--- config.mk ---
export PLATFORM = sky130hd
export DESIGN_NAME = indirect_register_access_bridge
export DESIGN_NICKNAME = d
export VERILOG_FILES = /design/src/hw/bridge_pkg.sv /design/src/hw/apb_master_engine.sv /design/src/hw/indirect_register_access_bridge.sv
export SDC_FILE = /design/constraint.sdc
export NUM_CORES = 1
export LEC_CHECK = 0
export BUFFER_PORTS_ARGS = -buffer_cell sky130_fd_sc_hd__buf_2
export CAP_MARGIN = 40
export CORE_AREA = 5 5 179 181
export DETAILED_ROUTE_END_ITERATION = 16
export DIE_AREA = 0 0 184 186
export PLACE_DENSITY = 0.52
export SYNTH_ARGS = -nofsm -noshare
export SYNTH_HDL_FRONTEND = slang
export SYNTH_SLANG_ARGS = --single-unit
--- constraint.sdc ---
create_clock -name CLK -period 6.22 [get_ports CLK]
set_input_delay 0.311 -clock CLK [delete_from_list [all_inputs] [get_ports CLK]]
set_output_delay 0.311 -clock CLK [all_outputs]
set_load 0.005 [all_outputs]
--- src/hw/bridge_pkg.sv ---
// constants for the indirect register access bridge
package bridge_pkg;

    // register offsets
    localparam logic [7:0]  OFS_ANA_CTRL     = 8'h40;
    localparam logic [7:0]  OFS_ANA_OFFSET   = 8'h41;
    localparam logic [7:0]  OFS_ANA_VALUE    = 8'h42;
    localparam logic [7:0]  OFS_APB_CTRL     = 8'h48;
    localparam logic [7:0]  OFS_APB_ADDR_LO  = 8'h49;
    localparam logic [7:0]  OFS_APB_ADDR_HI  = 8'h4A;
    localparam logic [7:0]  OFS_APB_BYTE0    = 8'h4B;
    localparam logic [7:0]  OFS_APB_BYTE1    = 8'h4C;
    localparam logic [7:0]  OFS_APB_BYTE2    = 8'h4D;
    localparam logic [7:0]  OFS_APB_BYTE3    = 8'h4E;

    // analog control fields
    localparam int          ANA_DIR_BIT      = 0;
    localparam int          ANA_INC_BIT      = 1;
    localparam int          ANA_SEL_LSB      = 2;
    localparam int          ANA_SEL_MSB      = 4;
    localparam logic [7:0]  ANA_CTRL_MASK    = 8'h1F;

    // analog target codes
    localparam logic [2:0]  ANA_SEL_OFF      = 3'h0;
    localparam logic [2:0]  ANA_SEL_VIDEO_RX = 3'h4;
    localparam logic [2:0]  ANA_SEL_SER_TX   = 3'h5;
    localparam logic [7:0]  ANA_STEP         = 8'h01;

    // apb control fields
    localparam int          APB_EN_BIT       = 0;
    localparam int          APB_RD_BIT       = 1;
    localparam int          APB_INC_BIT      = 2;
    localparam int          APB_SEL_LSB      = 3;
    localparam int          APB_SEL_MSB      = 4;
    localparam logic [7:0]  APB_CTRL_MASK    = 8'h1F;

    // apb target codes
    localparam logic [1:0]  APB_TGT_VIDEO_RX = 2'h0;
    localparam logic [1:0]  APB_TGT_DISP_ID  = 2'h1;
    localparam logic [1:0]  APB_TGT_CONFIG   = 2'h2;
    localparam logic [1:0]  APB_TGT_DIE_ID   = 2'h3;
    localparam logic [15:0] APB_STEP_VIDEO   = 16'h0004;
    localparam logic [15:0] APB_STEP_OTHER   = 16'h0001;

    // reset values
    localparam logic [7:0]  RST_BYTE         = 8'h00;
    localparam logic [15:0] RST_ADDR         = 16'h0000;
    localparam logic [31:0] RST_WORD         = 32'h0000_0000;

endpackage : bridge_pkg

--- src/hw/apb_master_engine.sv ---
// apb master that runs one setup/access transfer per start pulse
`timescale 1ns/1ns
module apb_master_engine (
    // clock and reset
    input  wire logic        clk,
    input  wire logic        rst,
    // request side
    input  wire logic        start,
    input  wire logic        write,
    input  wire logic [15:0] addr,
    input  wire logic [31:0] wdata,
    output      logic        busy,
    output      logic        done,
    output      logic [31:0] rdata,
    // apb side
    output      logic        psel,
    output      logic        penable,
    output      logic        pwrite,
    output      logic [15:0] paddr,
    output      logic [31:0] pwdata,
    input  wire logic [31:0] prdata,
    input  wire logic        pready
);

    typedef enum logic [1:0] {PH_IDLE, PH_SETUP, PH_ACCESS} apb_phase_t;

    apb_phase_t  phase_r;
    apb_phase_t  phase_nxt;
    logic        psel_r,    psel_nxt;
    logic        penable_r, penable_nxt;
    logic        pwrite_r,  pwrite_nxt;
    logic [15:0] paddr_r,   paddr_nxt;
    logic [31:0] pwdata_r,  pwdata_nxt;
    logic [31:0] rdata_r,   rdata_nxt;
    logic        done_r,    done_nxt;

    always_comb begin
        phase_nxt   = phase_r;
        psel_nxt    = psel_r;
        penable_nxt = penable_r;
        pwrite_nxt  = pwrite_r;
        paddr_nxt   = paddr_r;
        pwdata_nxt  = pwdata_r;
        rdata_nxt   = rdata_r;
        done_nxt    = 1'b0;
        unique case (phase_r)
            PH_IDLE: begin
                // address and data are latched so software may edit its copies meanwhile
                if (start) begin
                    psel_nxt   = 1'b1;
                    pwrite_nxt = write;
                    paddr_nxt  = addr;
                    pwdata_nxt = wdata;
                    phase_nxt  = PH_SETUP;
                end
            end
            PH_SETUP: begin
                penable_nxt = 1'b1;
                phase_nxt   = PH_ACCESS;
            end
            PH_ACCESS: begin
                if (pready) begin
                    psel_nxt    = 1'b0;
                    penable_nxt = 1'b0;
                    done_nxt    = 1'b1;
                    phase_nxt   = PH_IDLE;
                    if (!pwrite_r) begin
                        rdata_nxt = prdata;
                    end
                end
            end
        endcase
    end

    always_ff @(posedge clk or posedge rst) begin
        if (rst) begin
            phase_r   <= PH_IDLE;
            psel_r    <= 1'b0;
            penable_r <= 1'b0;
            pwrite_r  <= 1'b0;
            paddr_r   <= bridge_pkg::RST_ADDR;
            pwdata_r  <= bridge_pkg::RST_WORD;
            rdata_r   <= bridge_pkg::RST_WORD;
            done_r    <= 1'b0;
        end else begin
            phase_r   <= phase_nxt;
            psel_r    <= psel_nxt;
            penable_r <= penable_nxt;
            pwrite_r  <= pwrite_nxt;
            paddr_r   <= paddr_nxt;
            pwdata_r  <= pwdata_nxt;
            rdata_r   <= rdata_nxt;
            done_r    <= done_nxt;
        end
    end

    // busy covers the done cycle so the owner cannot relaunch before it has seen done
    assign busy    = (phase_r != PH_IDLE) || done_r;
    assign done    = done_r;
    assign rdata   = rdata_r;
    assign psel    = psel_r;
    assign penable = penable_r;
    assign pwrite  = pwrite_r;
    assign paddr   = paddr_r;
    assign pwdata  = pwdata_r;

endmodule : apb_master_engine

--- src/hw/indirect_register_access_bridge.sv ---
// register window onto the analog port and the apb master
`timescale 1ns/1ns
module indirect_register_access_bridge (
    // clock and reset
    input  wire logic        CLK,
    input  wire logic        SYS_RST,
    // serial control bus register port
    input  wire logic [7:0]  REG_ADDR,
    input  wire logic        REG_WR,
    input  wire logic        REG_RD,
    input  wire logic [7:0]  REG_WDATA,
    output      logic [7:0]  REG_RDATA,
    output      logic        REG_ACK,
    output      logic        REG_BUSY,
    // analog indirect port
    output      logic        ANA_REQ,
    output      logic        ANA_WRITE,
    output      logic [2:0]  ANA_TARGET,
    output      logic [7:0]  ANA_OFFSET,
    output      logic [7:0]  ANA_WDATA,
    input  wire logic [7:0]  ANA_RDATA,
    input  wire logic        ANA_ACK,
    // apb master
    output      logic        PSEL,
    output      logic        PENABLE,
    output      logic        PWRITE,
    output      logic [15:0] PADDR,
    output      logic [31:0] PWDATA,
    input  wire logic [31:0] PRDATA,
    input  wire logic        PREADY,
    output      logic [1:0]  APB_TARGET
);

    typedef enum logic {ST_IDLE, ST_ANA} port_state_t;

    port_state_t state_r;
    port_state_t state_nxt;

    // register file
    logic [7:0]  ana_ctrl_r,   ana_ctrl_nxt;
    logic [7:0]  ana_offset_r, ana_offset_nxt;
    logic [7:0]  ana_value_r,  ana_value_nxt;
    logic [7:0]  apb_ctrl_r,   apb_ctrl_nxt;
    logic [15:0] apb_addr_r,   apb_addr_nxt;
    logic [31:0] apb_word_r,   apb_word_nxt;

    // transfer bookkeeping
    logic        ana_req_r,    ana_req_nxt;
    logic        ana_write_r,  ana_write_nxt;
    logic [2:0]  ana_tgt_r,    ana_tgt_nxt;
    logic        wr_pend_r,    wr_pend_nxt;
    logic        op_read_r,    op_read_nxt;
    logic [1:0]  apb_tgt_r,    apb_tgt_nxt;
    logic [7:0]  rdata_r,      rdata_nxt;
    logic        ack_r,        ack_nxt;

    // decoded fields and engine wires
    logic [2:0]  ana_sel;
    logic        ana_valid;
    logic [1:0]  apb_sel;
    logic        apb_en;
    logic        apb_writable;
    logic [15:0] apb_step;
    logic        eng_start;
    logic        eng_write;
    logic        eng_busy;
    logic        eng_done;
    logic [31:0] eng_rdata;

    assign ana_sel = ana_ctrl_r[bridge_pkg::ANA_SEL_MSB:bridge_pkg::ANA_SEL_LSB];
    assign ana_valid = (ana_sel == bridge_pkg::ANA_SEL_VIDEO_RX) ||
                       (ana_sel == bridge_pkg::ANA_SEL_SER_TX);
    assign apb_sel = apb_ctrl_r[bridge_pkg::APB_SEL_MSB:bridge_pkg::APB_SEL_LSB];
    assign apb_en  = apb_ctrl_r[bridge_pkg::APB_EN_BIT];
    // config data and die id cannot be written
    assign apb_writable = (apb_sel == bridge_pkg::APB_TGT_VIDEO_RX) ||
                          (apb_sel == bridge_pkg::APB_TGT_DISP_ID);
    // step follows the target of the finished transfer, not the current select
    assign apb_step = (apb_tgt_r == bridge_pkg::APB_TGT_VIDEO_RX) ?
                      bridge_pkg::APB_STEP_VIDEO : bridge_pkg::APB_STEP_OTHER;

    always_comb begin
        state_nxt      = state_r;
        ana_ctrl_nxt   = ana_ctrl_r;
        ana_offset_nxt = ana_offset_r;
        ana_value_nxt  = ana_value_r;
        apb_ctrl_nxt   = apb_ctrl_r;
        apb_addr_nxt   = apb_addr_r;
        apb_word_nxt   = apb_word_r;
        ana_req_nxt    = ana_req_r;
        ana_write_nxt  = ana_write_r;
        ana_tgt_nxt    = ana_tgt_r;
        wr_pend_nxt    = wr_pend_r;
        op_read_nxt    = op_read_r;
        apb_tgt_nxt    = apb_tgt_r;
        rdata_nxt      = rdata_r;
        ack_nxt        = 1'b0;
        eng_start      = 1'b0;
        eng_write      = 1'b0;

        // apb completion: a read loads the word and drops read-start; the address steps only with increment set
        if (eng_done) begin
            if (op_read_r) begin
                apb_word_nxt = eng_rdata;
                apb_ctrl_nxt[bridge_pkg::APB_RD_BIT] = 1'b0;
            end
            if (apb_ctrl_r[bridge_pkg::APB_INC_BIT]) begin
                apb_addr_nxt = apb_addr_r + apb_step;
            end
        end

        // apb launch; a pending write goes ahead of a read-start
        if (!eng_busy && apb_en) begin
            if (wr_pend_r) begin
                eng_start   = 1'b1;
                eng_write   = 1'b1;
                wr_pend_nxt = 1'b0;
                op_read_nxt = 1'b0;
                apb_tgt_nxt = apb_sel;
            end else if (apb_ctrl_r[bridge_pkg::APB_RD_BIT]) begin
                eng_start   = 1'b1;
                op_read_nxt = 1'b1;
                apb_tgt_nxt = apb_sel;
            end
        end

        unique case (state_r)
            ST_IDLE: begin
                if (REG_WR) begin
                    ack_nxt = 1'b1;
                    unique case (REG_ADDR)
                        bridge_pkg::OFS_ANA_CTRL: begin
                            ana_ctrl_nxt = REG_WDATA & bridge_pkg::ANA_CTRL_MASK;
                        end
                        bridge_pkg::OFS_ANA_OFFSET: begin
                            ana_offset_nxt = REG_WDATA;
                        end
                        bridge_pkg::OFS_ANA_VALUE: begin
                            ana_value_nxt = REG_WDATA;
                            // in read direction the byte is only kept locally
                            if (ana_valid && !ana_ctrl_r[bridge_pkg::ANA_DIR_BIT]) begin
                                ack_nxt       = 1'b0;
                                ana_req_nxt   = 1'b1;
                                ana_write_nxt = 1'b1;
                                ana_tgt_nxt   = ana_sel;
                                state_nxt     = ST_ANA;
                            end
                        end
                        bridge_pkg::OFS_APB_CTRL: begin
                            // software write lands after the hardware clear, so a set wins
                            apb_ctrl_nxt = REG_WDATA & bridge_pkg::APB_CTRL_MASK;
                        end
                        bridge_pkg::OFS_APB_ADDR_LO: begin
                            apb_addr_nxt[7:0] = REG_WDATA;
                        end
                        bridge_pkg::OFS_APB_ADDR_HI: begin
                            apb_addr_nxt[15:8] = REG_WDATA;
                        end
                        bridge_pkg::OFS_APB_BYTE0: begin
                            apb_word_nxt[7:0] = REG_WDATA;
                        end
                        bridge_pkg::OFS_APB_BYTE1: begin
                            apb_word_nxt[15:8] = REG_WDATA;
                        end
                        bridge_pkg::OFS_APB_BYTE2: begin
                            apb_word_nxt[23:16] = REG_WDATA;
                        end
                        bridge_pkg::OFS_APB_BYTE3: begin
                            apb_word_nxt[31:24] = REG_WDATA;
                            if (apb_en && apb_writable) begin
                                wr_pend_nxt = 1'b1;
                            end
                        end
                        default: begin
                        end
                    endcase
                end else if (REG_RD) begin
                    ack_nxt = 1'b1;
                    unique case (REG_ADDR)
                        bridge_pkg::OFS_ANA_CTRL:    rdata_nxt = ana_ctrl_r;
                        bridge_pkg::OFS_ANA_OFFSET:  rdata_nxt = ana_offset_r;
                        bridge_pkg::OFS_ANA_VALUE: begin
                            rdata_nxt = bridge_pkg::RST_BYTE;
                            if (ana_valid) begin
                                ack_nxt       = 1'b0;
                                ana_req_nxt   = 1'b1;
                                ana_write_nxt = 1'b0;
                                ana_tgt_nxt   = ana_sel;
                                state_nxt     = ST_ANA;
                            end
                        end
                        bridge_pkg::OFS_APB_CTRL:    rdata_nxt = apb_ctrl_r;
                        bridge_pkg::OFS_APB_ADDR_LO: rdata_nxt = apb_addr_r[7:0];
                        bridge_pkg::OFS_APB_ADDR_HI: rdata_nxt = apb_addr_r[15:8];
                        bridge_pkg::OFS_APB_BYTE0:   rdata_nxt = apb_word_r[7:0];
                        bridge_pkg::OFS_APB_BYTE1:   rdata_nxt = apb_word_r[15:8];
                        bridge_pkg::OFS_APB_BYTE2:   rdata_nxt = apb_word_r[23:16];
                        bridge_pkg::OFS_APB_BYTE3:   rdata_nxt = apb_word_r[31:24];
                        default:                     rdata_nxt = bridge_pkg::RST_BYTE;
                    endcase
                end
            end
            ST_ANA: begin
                // register port requests are ignored here; REG_BUSY tells software
                if (ANA_ACK) begin
                    ana_req_nxt = 1'b0;
                    ack_nxt     = 1'b1;
                    state_nxt   = ST_IDLE;
                    if (!ana_write_r) begin
                        ana_value_nxt = ANA_RDATA;
                        rdata_nxt     = ANA_RDATA;
                    end
                    if (ana_ctrl_r[bridge_pkg::ANA_INC_BIT]) begin
                        ana_offset_nxt = ana_offset_r + bridge_pkg::ANA_STEP;
                    end
                end
            end
        endcase
    end

    always_ff @(posedge CLK or posedge SYS_RST) begin
        if (SYS_RST) begin
            state_r      <= ST_IDLE;
            ana_ctrl_r   <= bridge_pkg::RST_BYTE;
            ana_offset_r <= bridge_pkg::RST_BYTE;
            ana_value_r  <= bridge_pkg::RST_BYTE;
            apb_ctrl_r   <= bridge_pkg::RST_BYTE;
            apb_addr_r   <= bridge_pkg::RST_ADDR;
            apb_word_r   <= bridge_pkg::RST_WORD;
            ana_req_r    <= 1'b0;
            ana_write_r  <= 1'b0;
            ana_tgt_r    <= bridge_pkg::ANA_SEL_OFF;
            wr_pend_r    <= 1'b0;
            op_read_r    <= 1'b0;
            apb_tgt_r    <= bridge_pkg::APB_TGT_VIDEO_RX;
            rdata_r      <= bridge_pkg::RST_BYTE;
            ack_r        <= 1'b0;
        end else begin
            state_r      <= state_nxt;
            ana_ctrl_r   <= ana_ctrl_nxt;
            ana_offset_r <= ana_offset_nxt;
            ana_value_r  <= ana_value_nxt;
            apb_ctrl_r   <= apb_ctrl_nxt;
            apb_addr_r   <= apb_addr_nxt;
            apb_word_r   <= apb_word_nxt;
            ana_req_r    <= ana_req_nxt;
            ana_write_r  <= ana_write_nxt;
            ana_tgt_r    <= ana_tgt_nxt;
            wr_pend_r    <= wr_pend_nxt;
            op_read_r    <= op_read_nxt;
            apb_tgt_r    <= apb_tgt_nxt;
            rdata_r      <= rdata_nxt;
            ack_r        <= ack_nxt;
        end
    end

    apb_master_engine u_apb (
        .clk     (CLK),
        .rst     (SYS_RST),
        .start   (eng_start),
        .write   (eng_write),
        .addr    (apb_addr_r),
        .wdata   (apb_word_r),
        .busy    (eng_busy),
        .done    (eng_done),
        .rdata   (eng_rdata),
        .psel    (PSEL),
        .penable (PENABLE),
        .pwrite  (PWRITE),
        .paddr   (PADDR),
        .pwdata  (PWDATA),
        .prdata  (PRDATA),
        .pready  (PREADY)
    );

    assign REG_RDATA  = rdata_r;
    assign REG_ACK    = ack_r;
    assign REG_BUSY   = (state_r != ST_IDLE);
    assign ANA_REQ    = ana_req_r;
    assign ANA_WRITE  = ana_write_r;
    assign ANA_TARGET = ana_tgt_r;
    // offset and value are frozen during a transfer since the port is not served then
    assign ANA_OFFSET = ana_offset_r;
    assign ANA_WDATA  = ana_value_r;
    assign APB_TARGET = apb_tgt_r;

endmodule : indirect_register_access_bridge

# Yosys cells after proc, flatten, opt, wreduce, memory -nomap -nowiden
# Index checks and enable logic that the tools add are counted.
# word_totals
in_bits	62
output_inout_bits	84
reg_bits	179
wordCells	178
# classes
addsub	2
n_eq_ne	29
bitwise	2
reduce_logical	30
muxes	91
# ops
op	count
2-to-1 mux 32 bit	4
2-to-1 mux 8 bit	16
equality test 8 x 7 -> 1 bit (second input constant)	10
case mux 8 bit (9 select lines)	1
2-to-1 mux 16 bit	4
case mux 8 bit (2 select lines)	3
2-to-1 mux 1 bit	43
2-to-1 mux 3 bit	7
adder 16 x 3 -> 16 bit	1
2-to-1 mux 2 bit	7
inequality test 2 bit (second input constant)	7
AND reduction 3 bit	4
AND reduction 4 bit	3
nonzero test 2 bit	6
case mux 1 bit (2 select lines)	5
AND reduction 5 bit	2
inequality test 3 bit (second input constant)	3
adder 8 x 1 -> 8 bit (second input constant)	1
inequality test 2 x 1 -> 1 bit (second input constant)	4
AND reduction 2 bit	4
equality test 3 bit (second input constant)	2
zero test 2 bit	3
case mux 2 bit (3 select lines)	1
equality test 2 x 1 -> 1 bit (second input constant)	2
other kinds (5)	11

# Logic depth before layout (Yosys ltp)
# Gate-level depths: netlist (run 1).
# depth
ltp_word	9
ltp_mapped	9
depth_no_buf	8

# By module
# Synthesis (run 1) repeated with hierarchy kept, for this count alone.
# hier_totals
hier_cells	761
hier_area_um2	8663.3
# modules_own_cells
module	area_per_inst_um2	seq_area_each_um2	instances	cells_each
indirect_register_access_bridge	5235.0	2327.2	1	560
apb_master_engine	3428.3	2152.1	1	201

# Worst setup path after synthesis (run 1)
# No wires, ideal clock.
# synth_timing
path_type	reg-to-reg
from	register u_apb.phase_r[0]
to	register u_apb.paddr_r[10], in the netlist u_apb.paddr[10]
path_buffers	3
setup_time_ns	0.125
slack_ns	4.138
synth_period_minus_slack_ns	2.082
t_required_ns	6.095
t_arrival_ns	1.957
path_stages_with_launch	9
cell_sequence	dfrtp_1 -> inv_1 -> ha_1 -> and3b_1 -> clkbuf_1 -> o21a_1 -> clkbuf_1 -> clkbuf_1 -> mux2_2
# synth_via
elab_chain_len	6
elab_cells_between_ends	7
cone_classes	mux (1); reduce/logical (6)
# synth_lines
item	line	rtl
start: declaration	apb_master_engine.sv:27	apb_phase_t phase_r;
start signal: assignment	apb_master_engine.sv:86	phase_r <= phase_nxt;
nonzero test 2 bit	apb_master_engine.sv:98	assign busy = (phase_r != PH_IDLE) || done_r;
logical OR 1 bit	apb_master_engine.sv:98	
zero test 1 bit	indirect_register_access_bridge.sv:113	if (!eng_busy && apb_en) begin
logical AND 1 bit	indirect_register_access_bridge.sv:113	
2-to-1 mux 1 bit	indirect_register_access_bridge.sv:113	
AND reduction 2 bit (no source line) *	n/a	
end signal: assignment	apb_master_engine.sv:81	paddr_r <= bridge_pkg::RST_ADDR;
end signal: assignment	apb_master_engine.sv:90	paddr_r <= paddr_nxt;
end: declaration	apb_master_engine.sv:32	logic [15:0] paddr_r, paddr_nxt;
# Every way passes the cells marked *; elsewhere a longest branch is shown, timed or not.
# A chain may end at the register's enable or synchronous reset.

# Final worst setup path (run 1)
# layout_timing
from	register u_apb.phase_r[0]
to	register u_apb.pwdata_r[16], in the netlist u_apb.pwdata[16]
# layout_via
elab_chain_len	6
elab_cells_between_ends	7
cone_classes	mux (1); reduce/logical (6)
# layout_lines
item	line	rtl
nonzero test 2 bit	apb_master_engine.sv:98	
logical OR 1 bit	apb_master_engine.sv:98	
zero test 1 bit	indirect_register_access_bridge.sv:113	
logical AND 1 bit	indirect_register_access_bridge.sv:113	
2-to-1 mux 1 bit	indirect_register_access_bridge.sv:113	
AND reduction 2 bit (no source line) *	n/a	
end signal: assignment	apb_master_engine.sv:82	pwdata_r <= bridge_pkg::RST_WORD;
end signal: assignment	apb_master_engine.sv:91	pwdata_r <= pwdata_nxt;
end: declaration	apb_master_engine.sv:33	logic [31:0] pwdata_r, pwdata_nxt;
# Marks and branches as above.

==> flow_summary.toml, run 1 <==
[layout]
final_core_util_pct = 33.24
instances_no_fill = 1258
stdcell_area_um2 = 10060
drive_gt1_share_pct = 33.53
num_antenna_cells = 0
fin_nets = 919
area_delta_synth_final_pct = 21.30
n_fill_cell = 3141

[clocking]
hold_buffers = 1
cts_tree = "done"
cts_resized = 0
cts_buffers = 17
path_clk_slew_ns = 0.08
worstSkewPairLatency_ns = 0.44
cts_buffer_depth = 2
clockRootBuffer = "clkbuf_16"
cts_num_sinks = 179
postCtsSetupRepairBufs = 0
h-tree-depth = 4

[timing]
tns_ns = 0
min_period_ns = 2.519
finClkSkew_ns = 0.01685
rsz0062_at_grt = "false"
worst_pin_slew_ns = 0.7823
slew-limit-headroom_pct = 47.69
period_share_pct = 40.49
setup_viol = 0
timing.final.hold_violations = 0
setup_ws_ns = 3.701
hold_slack_ns = 0.07185
finalMaxSlewViolations = 0
fmax_mhz = 397.1

[setup_path]
critPathLaunch = "u_apb.phase_r[0]"
r2r_start = "u_apb.phase_r[0]"
cp-start-kind = "register"
endpoint = "u_apb.pwdata[16]"
r2r_setup_slack_ns = 3.70
slowest_delay_ns = 0.55
worst_ep_required_time_ns = 6.54
crit_path_cell_trace = "inv_1 -> ha_1 -> and3b_1 -> o21a_2 -> buf_4 -> mux2_2"
cp-end-kind = "register"
path_class = "reg2reg"
crit_path_max_fanout = 29
cpMaxStageDelayCell = "o21a_2"
worst_r2r_path_depth = 6
r2r-end = "u_apb.pwdata[16]"
worstPathArrival_ns = 2.84

[route]
routedWlPerCell_um = 19.69
vias = 6062
initialDrtViolationCount = 399
via_per_inst = 4.819
drc = 0
ant_nets = 0
drt_first_pass_iters = 5
drt_wl_total_mm = 24.77

[floorplan]
rows = 64
initial_core_util_pct = 27.40
die_h_um = 186
die_w_um = 184
core_um2 = 30270
ioPinCount = 146
dieArea_um2 = 34220

[placement]
io_buffers = 145
place_inst = 1226
routabilityCongestion = 0.8413
dpl_cell_area_um2 = 9494
hpwl_mm = 18.23
post-place-ws_ns = 3.527

[power_and_ir_drop]
cellLeakagePower_nw = 4.783
total_power_mw = 3.712
p_per_area_nw_per_um2 = 369.0
ir_worst_vdd_mv = 0.1677

[yosys]
ys_ff_latch = 179
netlist_instances = 718
netlist.area_leader.share_pct = 54.01
yosysWarnings = 0
synth_area_leaders = "dfrtp_1 (54%), mux2_2 (12%), mux2i_1 (6.3%)"
synth_edf_count = 0
synth.distinct_cells = 52
synthesis.area_um2 = 8294
synthFlopType = "dfrtp_1"
yosys.area.top_type = "dfrtp_1"
yosys-top-cells-count = "dfrtp_1 (179), mux2_2 (86), a21oi_1 (55), nor2_1 (55)"
syn-num-nets = 787
avgSynthCellArea_um2 = 11.55
async_flop_share_pct = 100.0
yosysMostFrequentCell = "dfrtp_1"
ys_seq_area_share_pct = 54.01

[flow_run]
cap_violations = 0

[grt]
busiest_layer = "met2"
grt_usage_pct = 14.59
use_met3_pct = 3.010
first_global_vias = 6151
grt_max_degree = 82
grt_use_met2_pct = 21.95
grt_use_met1_pct = 21.42
grt_pass1_wl_mm = 37.89
gr-total-overflow = 0
antenna_found_initial = 2

[worst_hold_path]
hold_path_class = "in2reg"

[run_status]
status = "finished, final reports clean"
[final cells by class]
cell class                 count  area [um^2]  share of cell area, %
sequential                   179         4479                  44.52
multi-input combinational    482         3605                  35.83
timing repair buffer         157        870.8                  8.656
tap                          396        495.5                  4.925
clock buffer                  17        425.4                  4.228
clock inverter                14        131.4                  1.306
inverter                      13        53.80                 0.5348
[worst min-delay path by stage]
stage / from / end / slack (ns) / cells after the start
floorplan: ANA_ACK / REG_BUSY / 0.41 / 1
global placement: ANA_TARGET[2] / ANA_TARGET[2] / 0.45 / 1
detailed placement: SYS_RST / REG_ACK / 0.30 / 2
CTS: PRDATA[24] / u_apb.rdata[24] / 0.06 / 2
global route: PRDATA[24] / u_apb.rdata[24] / 0.06 / 2
finish: PRDATA[28] / u_apb.rdata[28] / 0.07 / 2
[worst max-delay path: cells and delay by family, from the launching register on]
family,cells,cell delay (ns)
DFF,1,0.38
AOI/OAI and AO/OA,1,0.55
adders and majority gates,1,0.21
and+or+nand+nor,1,0.29
muxes,1,0.39
buffers and inverters,2,0.58
[state kept, by name, indices dropped and copies added (netlist names), 5 cells and up]
signal / count
ANA_WDATA: 8
ana_ctrl_r: 5
u_apb.paddr: 16
ANA_OFFSET: 8
apb_word_r: 32
apb_addr_r: 16
REG_RDATA: 8
u_apb.pwdata: 32
u_apb.rdata: 32
apb_ctrl_r: 5
[power breakdown]
group          total [mW]  internal, mW  switching, mW
Sequential           1.82          1.53          0.289
Combinational       0.837         0.471          0.367
Clock                1.05         0.531          0.523
Total                3.71          2.53           1.18
[cell families (layout without fill, tap and decap cells)]
family | after synthesis | in the layout | synth area share (%)
adder cells (fa/ha/maj) | 7 | 7 | 1.056
multiplexers | 158 | 158 | 21.35
flip-flops | 179 | 179 | 54.01
buffers and inverters | 57 | 201 | 2.655
XOR/XNOR | 14 | 14 | 1.478
AO/OA/AOI/OAI | 134 | 134 | 9.564
AND/OR/NAND/NOR | 169 | 169 | 9.896
[placed cells by master (no fill, tap or decap), types with 6 or more instances in the layout]
cell and instances:
nand3_1 10, a2bb2oi_1 6, buf_4 8, and3_1 10
buf_2 145, mux2_2 86, mux2i_1 52, nand2_1 51
o21ai_0 20, nand2b_1 7, nor2_1 55, inv_6 8
ha_1 7, a21oi_1 55, clkbuf_16 17, inv_1 12
o21ai_1 20, xor2_1 9, a31oi_1 6, mux2_1 15
dfrtp_1 179, o22a_1 6
[routing by layer]
| metal | vias to the layer above | share of wire, % |
|---|---|---|
| met2 | 215 | 45 |
| met4 | 2 | 1.4 |
| met1 | 2974 | 48 |
| li1 | 2846 | - |
| met3 | 25 | 5.9 |
| met5 | - | 0.044 |
Power figures use the tool's default switching activity.
==> run 2, diff against run 1 <==
--- a/config.mk
+++ b/config.mk
@@ -10,7 +10,7 @@
 export CORE_AREA = 5 5 179 181
 export DETAILED_ROUTE_END_ITERATION = 16
 export DIE_AREA = 0 0 184 186
-export PLACE_DENSITY = 0.52
+export PLACE_DENSITY = 0.54
 export SYNTH_ARGS = -nofsm -noshare
 export SYNTH_HDL_FRONTEND = slang
 export SYNTH_SLANG_ARGS = --single-unit
==> constraint.sdc (replaced) <==
create_clock -name CLK -period 2.3 [get_ports CLK]
set_input_delay 0.115 -clock CLK [delete_from_list [all_inputs] [get_ports CLK]]
set_output_delay 0.115 -clock CLK [all_outputs]
set_load 0.005 [all_outputs]
==> run 2 against run 1 <==
First-iteration DRC count rose by 18%; global-route usage increased by 0.31 points; non-clock buffer count rose by 53; power increased to 2.8 times the previous value; critical path type unchanged; combinational power rose to 2.8 times the previous value; critical endpoint is now apb_addr_r[12]; largest cell class unchanged; setup slack got worse by 3.5 ns; sequential power rose to 2.7 times the previous value.
==> flow_summary.toml, run 2 (synthesis results as in run 1) <==
[run_status]
status = "finished, final reports clean"

[layout]
final_core_util_pct = 35.11
area_delta_synth_final_pct = 28.12
fin_nets = 972
instances_no_fill = 1312
layout_commonest_cell = "dfrtp_1"
num_antenna_cells = 0
final_cell_mix = "dfrtp_1 (179), buf_2 (145), mux2_2 (86)"
drive_gt1_share_pct = 33.19

[floorplan]
dieArea_um2 = 34220
die_w_um = 184
rows = 64
die_h_um = 186
initial_core_util_pct = 27.40
ioPinCount = 146
core_um2 = 30270

[power_and_ir_drop]
total_power_mw = 10.22
pwr-share-seq_pct = 47.8
ir_worst_vdd_mv = 0.4550
p_int_mw = 7.053
p_comb_share_pct = 23.1
p_per_area_nw_per_um2 = 961.9
clock_power_share_pct = 29.1
cellLeakagePower_nw = 5.036
p_sw_share_pct = 31.00
p_sw_mw = 3.168

[timing]
setup_ws_ns = 0.1876
min_period_ns = 2.112
worst_pin_slew_ns = 0.6997
finClkSkew_ns = 0.01413
timing.final.hold_violations = 0
rsz0062_at_grt = "false"
slew-limit-headroom_pct = 53.18
setup_viol = 0
fmax_mhz = 473.4
hold_slack_ns = 0.01200
finalMaxSlewViolations = 0
period_share_pct = 91.84

[route]
routedWlPerCell_um = 19.18
initialDrtViolationCount = 469
drt_first_pass_iters = 5
drc = 0
ant_nets = 0
vias = 6256
via_per_inst = 4.768
drt_wl_total_mm = 25.16

[clocking]
worstSkewPairLatency_ns = 0.44
cts_buffers = 17
postCtsSetupRepairBufs = 0
cts_tree = "done"
h-tree-depth = 4
path_clk_slew_ns = 0.07
cts_buffer_depth = 2
cts_num_sinks = 179
clockRootBuffer = "clkbuf_16"

[placement]
hpwl_mm = 18.24
routabilityCongestion = 0.8468
post-place-ws_ns = 0.1048
place_inst = 1239
io_buffers = 145

[setup_path]
path_class = "reg2reg"
worstPathArrival_ns = 2.41
cpMaxStageDelayCell = "nor4_1"
crit_path_frequent_cell = "a21oi_1"
worst_ep_required_time_ns = 2.60
cp-end-kind = "register"
crit_path_cell_trace = "or2_2 -> inv_1 -> ha_1 -> a21oi_1 -> nor4_1 -> nand4_1 -> xor2_1 -> a21oi_1"
critPathTopFamily = "simple AND/OR/NAND/NOR gates"
slowest_delay_ns = 0.50
crit_path_max_fanout = 3
cp_num_buf_inv = 1
cp-start-kind = "register"

[worst_hold_path]
hold_path_class = "in2reg"

[grt]
antenna_found_initial = 0
grt_usage_pct = 14.89
grt_pass1_wl_mm = 38.93
first_global_vias = 6301
grt_max_degree = 97
gr-total-overflow = 0

[flow_run]
cap_violations = 0
-- run 2: cell types whose count changed in the layout (fill, tap and decap cells not counted), sizes merged --
cell	delta
bufinv	+1
clkinv	+2
buf	+13
inv	-3
clkbuf	+1
dlygate4sd3	+40
-- run 2: metrics by stage --
step / cell area, um^2 / TNS [ns]
detailed placement: 9613 / 0
floorplan: 8298 / -19.62
CTS: 10620 / 0
finish: 10630 / 0
global route: 10630 / 0
global placement: 9613 / 0
-- run 2: cell type report --
cell class,instances,area [um^2]
clock inverters,14,157.7
clock buffers,18,439.2
flip-flops and latches,179,4479
inverters,13,52.55
well taps,396,495.5
repair buffers,210,1391
multi-input cells,482,3611
fillers,3084,19640
-- run 2: what timing repair did --
action                                  CTS  global route
resized for setup                         0             1
endpoints found under the hold margin   221             0
endpoints found under the setup margin    0             3
hold buffers                             41             0
-- run 2: final timing paths --
path | slack, ns | cells past startpoint | to | startpoint
max | 0.19 | 8 | apb_addr_r[12] | APB_TARGET[0]
min | 0.01 | 3 | ANA_WDATA[5] | ANA_RDATA[5]
max reg2reg | 0.19 | 8 | apb_addr_r[12] | APB_TARGET[0]
min reg2reg | 0.48 | 2 | ANA_WDATA[0] | ANA_WDATA[0]
max in group asynchronous | 1.45 | 4 | u_apb.rdata[8] | SYS_RST
min in group asynchronous | 0.38 | 4 | ANA_WDATA[0] | SYS_RST
-- run 2: per-layer routing --
layer / track usage [%] / vias up / share of wire, %
met5: 0 / - / 0
met4: 3.046 / 0 / 1.5
met3: 3.283 / 26 / 5.3
met2: 23.21 / 176 / 46
met1: 21.43 / 3114 / 48
li1: - / 2940 / -
-- run 2: worst min-delay path: stages --
cell	delay (ns)
buf_2	0.10
mux2i_1	0.08
o21ai_1	0.11
-- run 2: power by group through the flow --
stage | Sequential (mW) | Clock [mW] | Combinational, mW
floorplan | 4.69 | 0 | 1.46
global placement | 4.95 | 0 | 2.28
detailed placement | 4.97 | 0 | 2.35
CTS | 4.91 | 3.06 | 2.42
global route | 5.04 | 3.19 | 2.64
finish | 4.89 | 2.98 | 2.36
